`src/hw/sbw_pkg.sv`:
```
/*
 * package for the sleep button / wake / override block: power state
 * encodings, timing figures and the carriers between the block and
 * the rest of the power manager.
 * assumes a 40 MHz mclk_i and a 32.768 kHz rtc tick made from it.
 */
package sbw_pkg;

  // ****************************************************************
  // clock and timing
  // ****************************************************************
  localparam int unsigned SBW_MCLK_HZ = 40000000;   // main clock rate
  localparam int unsigned SBW_RTC_HZ = 32768;       // rtc tick rate
  // rtc tick divider, rounded down so the tick is never slow
  localparam int unsigned SBW_RTC_DIV = SBW_MCLK_HZ / SBW_RTC_HZ;
  localparam int unsigned SBW_DEBOUNCE_MS = 16;     // stable time
  localparam int unsigned SBW_HOLD_S = 4;           // override hold
  localparam int unsigned SBW_SOFT_RST_MS = 30;     // aux soft reset
  // figures in rtc ticks, rounded up to whole ticks
  localparam int unsigned SBW_DEBOUNCE_TICKS =
    (SBW_DEBOUNCE_MS * SBW_RTC_HZ + 999) / 1000;
  localparam int unsigned SBW_HOLD_TICKS = SBW_HOLD_S * SBW_RTC_HZ;
  localparam int unsigned SBW_SOFT_RST_TICKS =
    (SBW_SOFT_RST_MS * SBW_RTC_HZ + 999) / 1000;
  localparam int unsigned SBW_CNT_W = 18;           // counter width

  // ****************************************************************
  // power states
  // ****************************************************************
  typedef enum logic [2:0] {
    SBW_FULL_ON = 3'h0,   // full_on_state
    SBW_C2 = 3'h1,
    SBW_C3 = 3'h3,
    SBW_POS = 3'h2,       // powered-on suspend
    SBW_STR = 3'h6,       // suspend to ram
    SBW_STD = 3'h7,       // suspend to disk
    SBW_SOFT_OFF = 3'h5   // soft_off_state
  } sbw_pstate_t;

  // ****************************************************************
  // carriers
  // ****************************************************************
  typedef struct packed {
    logic throttle_enable;      // allow throttling on thermal warning
    logic [2:0] throttle_ratio; // duty setting passed to the cpu
    logic suspend_ctl;          // suspend output request
    logic pin3_function_config; // 1: pin acts as general io
    logic wake_enable;          // sleep button may wake the system
  } sbw_ctrl_t;

  typedef struct packed {
    logic sleep_button_flag;
    logic override_flag;
    logic usb_resume_flag;
  } sbw_status_t;

  localparam logic [2:0] SBW_FLAGS_RST = 3'h0;  // flags after reset

endpackage

```
`src/hw/sbw_core.sv`:
```
/*
 * sleep button, wake and power button override logic of the aux plane.
 * assumes the power state comes from the power manager on mclk_i and
 * that the button, thermal and usb resume inputs are asynchronous pins.
 */
// Overview of operation
// - debounce sleep button about sixteen milliseconds
// - press sets flag and may wake system
// - four second hold outside soft-off overrides
// - override deasserts main power, sets flag
// - pin may serve as general io three
// - soft reset clears aux bits thirty milliseconds
// - usb resume in sleep sets flag
// - thermal warning throttles when enabled
// - suspend output follows power control bit
// - main power on in active states only
`timescale 1ns/1ps
`default_nettype none
module sbw_core
  import sbw_pkg::*;
#(
  parameter int unsigned RTC_DIV = SBW_RTC_DIV,
  parameter int unsigned HOLD_TICKS = SBW_HOLD_TICKS,
  parameter int unsigned SOFT_RST_TICKS = SBW_SOFT_RST_TICKS,
  parameter int unsigned DEBOUNCE_TICKS = SBW_DEBOUNCE_TICKS
) (
  // clock and reset
  input wire logic mclk_i,
  input wire logic rst_n_i,
  // pins
  input wire logic sleep_button_n_i,
  input wire logic thermal_warning_n_i,
  input wire logic usb_resume_i,
  // power manager side
  input wire sbw_pstate_t pstate_i,
  input wire sbw_ctrl_t ctrl_i,
  input wire logic [2:0] flag_clear_i,  // write-one-to-clear pulses
  // outputs
  output sbw_status_t status_o,
  output logic wake_req_o,
  output logic main_power_on_n_o,
  output logic suspend_n_o,
  output logic throttle_o,
  output logic [2:0] throttle_ratio_o,
  output logic general_io_three_o,
  output logic soft_rst_o
);

  // ****************************************************************
  // rtc tick divider
  // ****************************************************************
  logic [15:0] div_cnt;  // mclk cycles within one rtc period
  wire rtc_tick = (div_cnt == 16'(RTC_DIV - 1));

  always_ff @(posedge mclk_i or negedge rst_n_i) begin
    if (!rst_n_i) div_cnt <= '0;
    else div_cnt <= rtc_tick ? '0 : div_cnt + 1'b1;
  end

  // ****************************************************************
  // pin synchronisers
  // ****************************************************************
  logic [2:0] sync1;  // first stage, read only by sync2
  logic [2:0] sync2;

  always_ff @(posedge mclk_i or negedge rst_n_i) begin
    if (!rst_n_i) begin
      sync1 <= 3'h3;
      sync2 <= 3'h3;
    end else begin
      sync1 <= {usb_resume_i, thermal_warning_n_i, sleep_button_n_i};
      sync2 <= sync1;
    end
  end

  wire btn_raw_n = sync2[0];
  wire thermal_warning_n_n = sync2[1];
  wire usb_rsm = sync2[2];

  // ****************************************************************
  // aux soft reset
  // ****************************************************************
  logic [SBW_CNT_W-1:0] srst_cnt;  // ticks since aux power valid
  wire srst_done = (srst_cnt == SBW_CNT_W'(SOFT_RST_TICKS));

  always_ff @(posedge mclk_i or negedge rst_n_i) begin
    if (!rst_n_i) srst_cnt <= '0;
    else if (rtc_tick && !srst_done) srst_cnt <= srst_cnt + 1'b1;
  end

  // register bits are held clear while soft reset is high
  assign soft_rst_o = !srst_done;

  // ****************************************************************
  // debounce
  // ****************************************************************
  logic btn_n;  // filtered button level
  wire btn_pin_n = ctrl_i.pin3_function_config ? 1'b1 : btn_raw_n;

  sbw_debounce #(
    .TICKS(DEBOUNCE_TICKS)
  ) u_deb (
    .mclk_i(mclk_i),
    .rst_n_i(rst_n_i),
    .tick_i(rtc_tick),
    .level_i(btn_pin_n),
    .level_o(btn_n)
  );

  // general io read path, registered
  always_ff @(posedge mclk_i or negedge rst_n_i) begin
    if (!rst_n_i) general_io_three_o <= 1'b1;
    else general_io_three_o <= ctrl_i.pin3_function_config ? btn_raw_n : 1'b1;
  end

  // ****************************************************************
  // press detect and hold timer
  // ****************************************************************
  logic btn_n_d;                   // delayed filtered level
  logic [SBW_CNT_W-1:0] hold_cnt;  // ticks held while pressed
  logic hold_fired;                // one override per press
  wire press = btn_n_d && !btn_n;
  wire in_soft_off = (pstate_i == SBW_SOFT_OFF);
  wire sleeping = (pstate_i == SBW_STR) || (pstate_i == SBW_STD) ||
                  (pstate_i == SBW_POS) || in_soft_off;
  wire override_ev = !btn_n && !in_soft_off && !hold_fired && rtc_tick &&
                     (hold_cnt == SBW_CNT_W'(HOLD_TICKS - 1));

  always_ff @(posedge mclk_i or negedge rst_n_i) begin
    if (!rst_n_i) begin
      btn_n_d <= 1'b1;
      hold_cnt <= '0;
      hold_fired <= 1'b0;
    end else begin
      btn_n_d <= btn_n;
      if (btn_n || in_soft_off) begin
        hold_cnt <= '0;
        hold_fired <= 1'b0;
      end else if (override_ev) begin
        hold_fired <= 1'b1;
      end else if (rtc_tick && !hold_fired) begin
        hold_cnt <= hold_cnt + 1'b1;
      end
    end
  end

  // ****************************************************************
  // status flags: set wins over clear
  // ****************************************************************
  // usb resume in sleep
  wire usb_ev = usb_rsm && sleeping;
  wire [2:0] set_v = {press, override_ev, usb_ev};
  logic [2:0] flags;
  wire [2:0] next_flags = set_v | (flags & ~flag_clear_i);

  always_ff @(posedge mclk_i or negedge rst_n_i) begin
    if (!rst_n_i) flags <= SBW_FLAGS_RST;
    else if (!srst_done) flags <= SBW_FLAGS_RST;
    else flags <= next_flags;
  end

  assign status_o = '{sleep_button_flag: flags[2], override_flag: flags[1],
                      usb_resume_flag: flags[0]};

  // ****************************************************************
  // wake, main power, suspend, throttle
  // ****************************************************************
  logic ovr_off;  // override holds main power off
  wire active = (pstate_i == SBW_FULL_ON) || (pstate_i == SBW_C2) ||
                (pstate_i == SBW_C3) || (pstate_i == SBW_POS);

  // override latch ends once the manager reaches soft-off
  always_ff @(posedge mclk_i or negedge rst_n_i) begin
    if (!rst_n_i) ovr_off <= 1'b0;
    else if (override_ev) ovr_off <= 1'b1;
    else if (in_soft_off) ovr_off <= 1'b0;
  end

  // registered outputs
  always_ff @(posedge mclk_i or negedge rst_n_i) begin
    if (!rst_n_i) begin
      main_power_on_n_o <= 1'b0;
      wake_req_o <= 1'b0;
      suspend_n_o <= 1'b1;
      throttle_o <= 1'b0;
      throttle_ratio_o <= 3'h0;
    end else begin
      main_power_on_n_o <= !(active && !ovr_off && !override_ev);
      wake_req_o <= press && ctrl_i.wake_enable && sleeping && !in_soft_off;
      suspend_n_o <= !ctrl_i.suspend_ctl;
      throttle_o <= ctrl_i.throttle_enable && !thermal_warning_n_n;
      throttle_ratio_o <= ctrl_i.throttle_ratio;
    end
  end

  // ****************************************************************
  // checks
  // ****************************************************************
  // cycles held outside soft-off, counted apart from the tick timer
  int unsigned held_cyc;
  always_ff @(posedge mclk_i or negedge rst_n_i) begin
    if (!rst_n_i) held_cyc <= 0;
    else held_cyc <= (btn_n || in_soft_off) ? 0 : held_cyc + 1;
  end
  // override lands after hold-1 to hold rtc periods of holding
  property p_hold_override;
    @(posedge mclk_i) disable iff (!rst_n_i)
    override_ev |-> held_cyc >= (HOLD_TICKS - 1) * RTC_DIV &&
                    held_cyc < HOLD_TICKS * RTC_DIV;
  endproperty
  a_hold_override: assert property (p_hold_override) else $error("override bad");

  property p_power_off;
    @(posedge mclk_i) disable iff (!rst_n_i)
    override_ev |=> main_power_on_n_o && flags[1];
  endproperty
  a_power_off: assert property (p_power_off) else $error("power not off");

  property p_press_flag;
    @(posedge mclk_i) disable iff (!rst_n_i)
    press && srst_done |=> flags[2];
  endproperty
  a_press_flag: assert property (p_press_flag) else $error("press flag lost");

  property p_usb_flag;
    @(posedge mclk_i) disable iff (!rst_n_i)
    usb_ev && srst_done |=> status_o.usb_resume_flag;
  endproperty
  a_usb_flag: assert property (p_usb_flag) else $error("usb flag lost");

  property p_throttle;
    @(posedge mclk_i) disable iff (!rst_n_i)
    throttle_o |-> $past(ctrl_i.throttle_enable) && !$past(thermal_warning_n_n);
  endproperty
  a_throttle: assert property (p_throttle) else $error("throttle bad");

  property p_suspend;
    @(posedge mclk_i) disable iff (!rst_n_i)
    ##1 suspend_n_o == !$past(ctrl_i.suspend_ctl);
  endproperty
  a_suspend: assert property (p_suspend) else $error("suspend bad");

  property p_main_off;
    @(posedge mclk_i) disable iff (!rst_n_i)
    !active |=> main_power_on_n_o;
  endproperty
  a_main_off: assert property (p_main_off) else $error("power on in sleep");

  property p_soft_rst;
    @(posedge mclk_i) disable iff (!rst_n_i)
    soft_rst_o |=> flags == SBW_FLAGS_RST;
  endproperty
  a_soft_rst: assert property (p_soft_rst) else $error("flags in reset");

  // cycles since the last tick, kept apart from the divider
  int unsigned tick_gap;
  always_ff @(posedge mclk_i or negedge rst_n_i) begin
    if (!rst_n_i) tick_gap <= 0;
    else tick_gap <= rtc_tick ? 0 : tick_gap + 1;
  end
  property p_tick;
    @(posedge mclk_i) disable iff (!rst_n_i)
    rtc_tick == (tick_gap == RTC_DIV - 1);
  endproperty
  a_tick: assert property (p_tick) else $error("tick spacing bad");

  property p_gpio;
    @(posedge mclk_i) disable iff (!rst_n_i)
    ctrl_i.pin3_function_config |=> !press && general_io_three_o == $past(btn_raw_n);
  endproperty
  a_gpio: assert property (p_gpio) else $error("gpio leaks");

  c_override: cover property (@(posedge mclk_i) override_ev);
  c_press: cover property (@(posedge mclk_i) press);
  c_wake: cover property (@(posedge mclk_i) wake_req_o);
  c_usb: cover property (@(posedge mclk_i) usb_ev);

endmodule
`default_nettype wire

```
`src/hw/sbw_debounce.sv`:
```
/*
 * stability filter: the output follows the input only after the input
 * has held one level for the given count of enable ticks.
 * assumes the input is already synchronised to mclk_i.
 */
`timescale 1ns/1ps
`default_nettype none
module sbw_debounce
  import sbw_pkg::*;
#(
  parameter int unsigned TICKS = SBW_DEBOUNCE_TICKS
) (
  // clock and reset
  input wire logic mclk_i,
  input wire logic rst_n_i,
  // sampling
  input wire logic tick_i,
  input wire logic level_i,
  // filtered level, idles high (button released)
  output logic level_o
);

  // ****************************************************************
  // stable-time counter
  // ****************************************************************
  logic [SBW_CNT_W-1:0] cnt;  // ticks the input has differed
  wire differs = (level_i != level_o);
  wire done = (cnt >= SBW_CNT_W'(TICKS - 1));

  // restart whenever the input bounces back
  always_ff @(posedge mclk_i or negedge rst_n_i) begin
    if (!rst_n_i) begin
      cnt <= '0;
      level_o <= 1'b1;
    end else if (!differs) begin
      cnt <= '0;
    end else if (tick_i) begin
      if (done) begin
        level_o <= level_i;
        cnt <= '0;
      end else begin
        cnt <= cnt + 1'b1;
      end
    end
  end

endmodule
`default_nettype wire

```
`config.mk`:
```
export PLATFORM = sky130hd
export DESIGN_NAME = sbw_core
export DESIGN_NICKNAME = d
export VERILOG_FILES = /design/src/hw/sbw_pkg.sv /design/src/hw/sbw_core.sv /design/src/hw/sbw_debounce.sv
export SDC_FILE = /design/constraint.sdc
export NUM_CORES = 1
export LEC_CHECK = 0
export ABC_AREA = 0
export BUFFER_PORTS_ARGS = -buffer_cell sky130_fd_sc_hd__buf_2
export CORE_MARGIN = 4
export CORE_UTILIZATION = 25
export DETAILED_ROUTE_END_ITERATION = 8
export SYNTH_ARGS = -nofsm -noshare
export SYNTH_HDL_FRONTEND = slang
export SYNTH_SLANG_ARGS = --single-unit
```
`constraint.sdc`:
```
create_clock -name mclk_i -period 6.2 [get_ports mclk_i]
set_input_delay 1.24 -clock mclk_i [delete_from_list [all_inputs] [get_ports mclk_i]]
set_output_delay 1.24 -clock mclk_i [all_outputs]
set_load 0.005 [all_outputs]
```
==> impl_results.md <==
* Outcome: complete, no violations
* Setup Crit Path Kind: flop to output port
* Final Total Pwr at 0.00116 W
* CP peak stage delay at 420 ps
* Die ar. at 19600 um2
* Final non-filler cell area at 5030 um2
* Wire length of the first global-routing pass at 16000 um
* Crit-path cells: or3_1 -> nor3_1 -> nand2_1 -> buf_2
* Synth area leaders: dfrtp_1 48%, xnor2_1 5.6%, dfstp_2 4.8%
* Pin count of the biggest net entering global routing at 73
* Cell taking the most area after synthesis: dfrtp_1
* Setup violators final at 0
* Mean area per synthesized cell at 10.6 um2
* Die width at 140 um
* Post-synth EDFFs at 0
* Layout cells sized above 1 at 16.0%
* Clock-pin slew on the worst setup and hold paths at 70 ps
* Sequential area share after synthesis at 52.4%
* Total length of routed met2 wires at 4360 um
* GR Overflow Total at 0
* Port Buf Inserts at 29
* Post-synth cell types at 54
* Die H at 140 um
* Final Max Tran Viols at 0
* Cell count after synthesis at 413
* FF-to-FF setup slack at 3490 ps
* Worst vdd ir at 0.137 mV
* Leak Pwr at 2.18 nW
* CTS buffer count at 9
* Slowest CP cell: dfrtp_1
* Worst-skew pair later-pin latency at 350 ps
* Sink Count at 91
* Hold WC Path Type: flop to flop
* Ys async rst share at 100%
* Core area at 17200 um2
* Root Driver: clkbuf_16
* Final net count at 468
* Period utilization at 52.1%
* Placed cell areas at 4740 um2
* Fin Setup TNS at 0 ps
* Number of routed nets with antenna violations at 0
* Routability cong. at 0.807
* CP Max Fanout at 5
* Max clock buf depth at 2
* Wire length per cell at 13.7 um
* Commonest cells post-synth: 83 x dfrtp_1, 34 x nand2_1, 34 x nor2_1
* Residual DRC at 0
* Slew @ Worst Pin at 1100 ps
* Crit path DAT at 1990 ps
* Rel. slew slack at 26.2%
* Post-CTS resize count at 0
* Fmax at 0.310 GHz
* Initial Util at 25.4%
* # IOs at 30
* Hold bufs inserted after CTS at 0
* Syn nets at 437
* Post-synthesis register bit count at 91
* Yosys Warn Count at 0
* Post-Route WL at 9240 um
* Power per standard cell area at 232 nW/um2
* Main synth FF type: dfrtp_1
* Antenna Diode Count at 0
* Worst hold slack at 357 ps
* RSZ-0062 raised after global routing: no
* Vias per cell at 4.75
* Yosys top cell area share at 47.6%
* Met3 wire len at 388 um
* P&R area growth vs syn at 15.2%
* Hold Violations, Final at 0
* Worst Setup Start Kind: flop
* Row cnt at 48
* Initial antenna violation count at 0
* Final core occ at 29.3%
* Required time of the critical path at 4960 ps
* Layout Skew at 7.07 ps
* DRC marker count from the first detailed-route iteration at 285
* Postcts setup bufs at 0
* Post-Syn Area at 4360 um2
* CTS tree: done
* Vias in the first global route at 3141
* CTS H-tree depth at 3
* Max-cap violation count at 0
* Kind of end point of the critical path: output port
* Uppermost layer routed: met4
* GR Util All Layers at 9.95%
* Hpwl dp at 6460 um
* DRT met1 WL at 4430 um
* Pre-antenna DRT Iters at 5
* Count leader, synth: dfrtp_1
* Tmin final at 3230 ps
* Vias at 3199
-- stage by stage --
step                instances  worst slack [ps]
finish                    674              2970
global route              674              2810
CTS                       674              2930
detailed placement        658              3180
global placement          658              3330
floorplan                 413              3720
-- power breakdown --
group | leakage (nW) | switching, W | internal, W
clock network | 0.144 | 0.000253 | 0.000280
logic | 0.821 | 0.0000213 | 0.00000914
registers | 1.21 | 0.00000135 | 0.000599
total | 2.18 | 0.000276 | 0.000888
-- path summary, 6_finish.rpt --
kind / from / to / cells after the start
hold reg to reg: sync1[0] / sync2[0] / 0
max in group asynchronous: rst_n_i / u_deb.cnt[9] / 2
hold / removal: sync1[0] / sync2[0] / 0
setup reg to reg: div_cnt[0] / u_deb.cnt[13] / 6
min in group asynchronous: rst_n_i / wake_req_o / 1
setup / recovery: srst_cnt[2] / soft_rst_o / 4
-- state kept, by name (all words and copies together), names as in the netlist --
signal and count:
suspend_n_o 1, throttle_o 1, hold_fired 1, sync1 3
u_deb.level_o 1, srst_cnt 18, throttle_ratio_o 3, general_io_three_o 1
wake_req_o 1, u_deb.cnt 18, status_o 3, main_power_on_n_o 1
ovr_off 1, hold_cnt 18, div_cnt 16, btn_n_d 1
sync2 3
-- layout make-up --
type / count / area, um2
clock buffer: 9 / 225
tap: 225 / 282
timing repair buffer: 30 / 155
inverter: 11 / 41.3
multi-input combinational: 301 / 1980
sequential: 91 / 2290
clock inverter: 7 / 58.8
fill: 1833 / 12200
-- metal layers --
layer | track usage [%] | up-vias
met5 | 0 | -
met4 | 2.55 | 0
met3 | 2.87 | 5
met2 | 14.7 | 59
met1 | 14.3 | 1596
li1 | - | 1539
-- worst max-delay path: cells and delay by family, from the launching register on --
kind	cells	cell delay (ps)
buf+inv	1	210
simple gates	3	1010
flops	1	420
-- cell usage in the layout, fill, tap and decap left out, drive strengths merged, types with 10 or more instances in the layout --
| cell | instances |
|---|---|
| nand3 | 29 |
| buf | 30 |
| nand2 | 34 |
| a21oi | 12 |
| nor3 | 13 |
| xnor2 | 28 |
| xor2 | 14 |
| inv | 15 |
| and3 | 10 |
| nor2 | 35 |
| dfrtp | 83 |
| o21ai | 23 |
| nand4 | 15 |
-- cell families (layout without fill, tap and decap cells) --
kind of cell    after synthesis  in the layout  share of synthesized area [%]
simple gates                190            190                           25.7
flops                        91             91                           52.4
compound gates               61             61                           8.98
xor+xnor                     42             42                           8.43
buf+inv                      21             57                           2.27
fa+ha+maj                     6              6                           1.72
mux                           2              2                          0.488
Note: power is estimated with default switching activity, not from simulation.
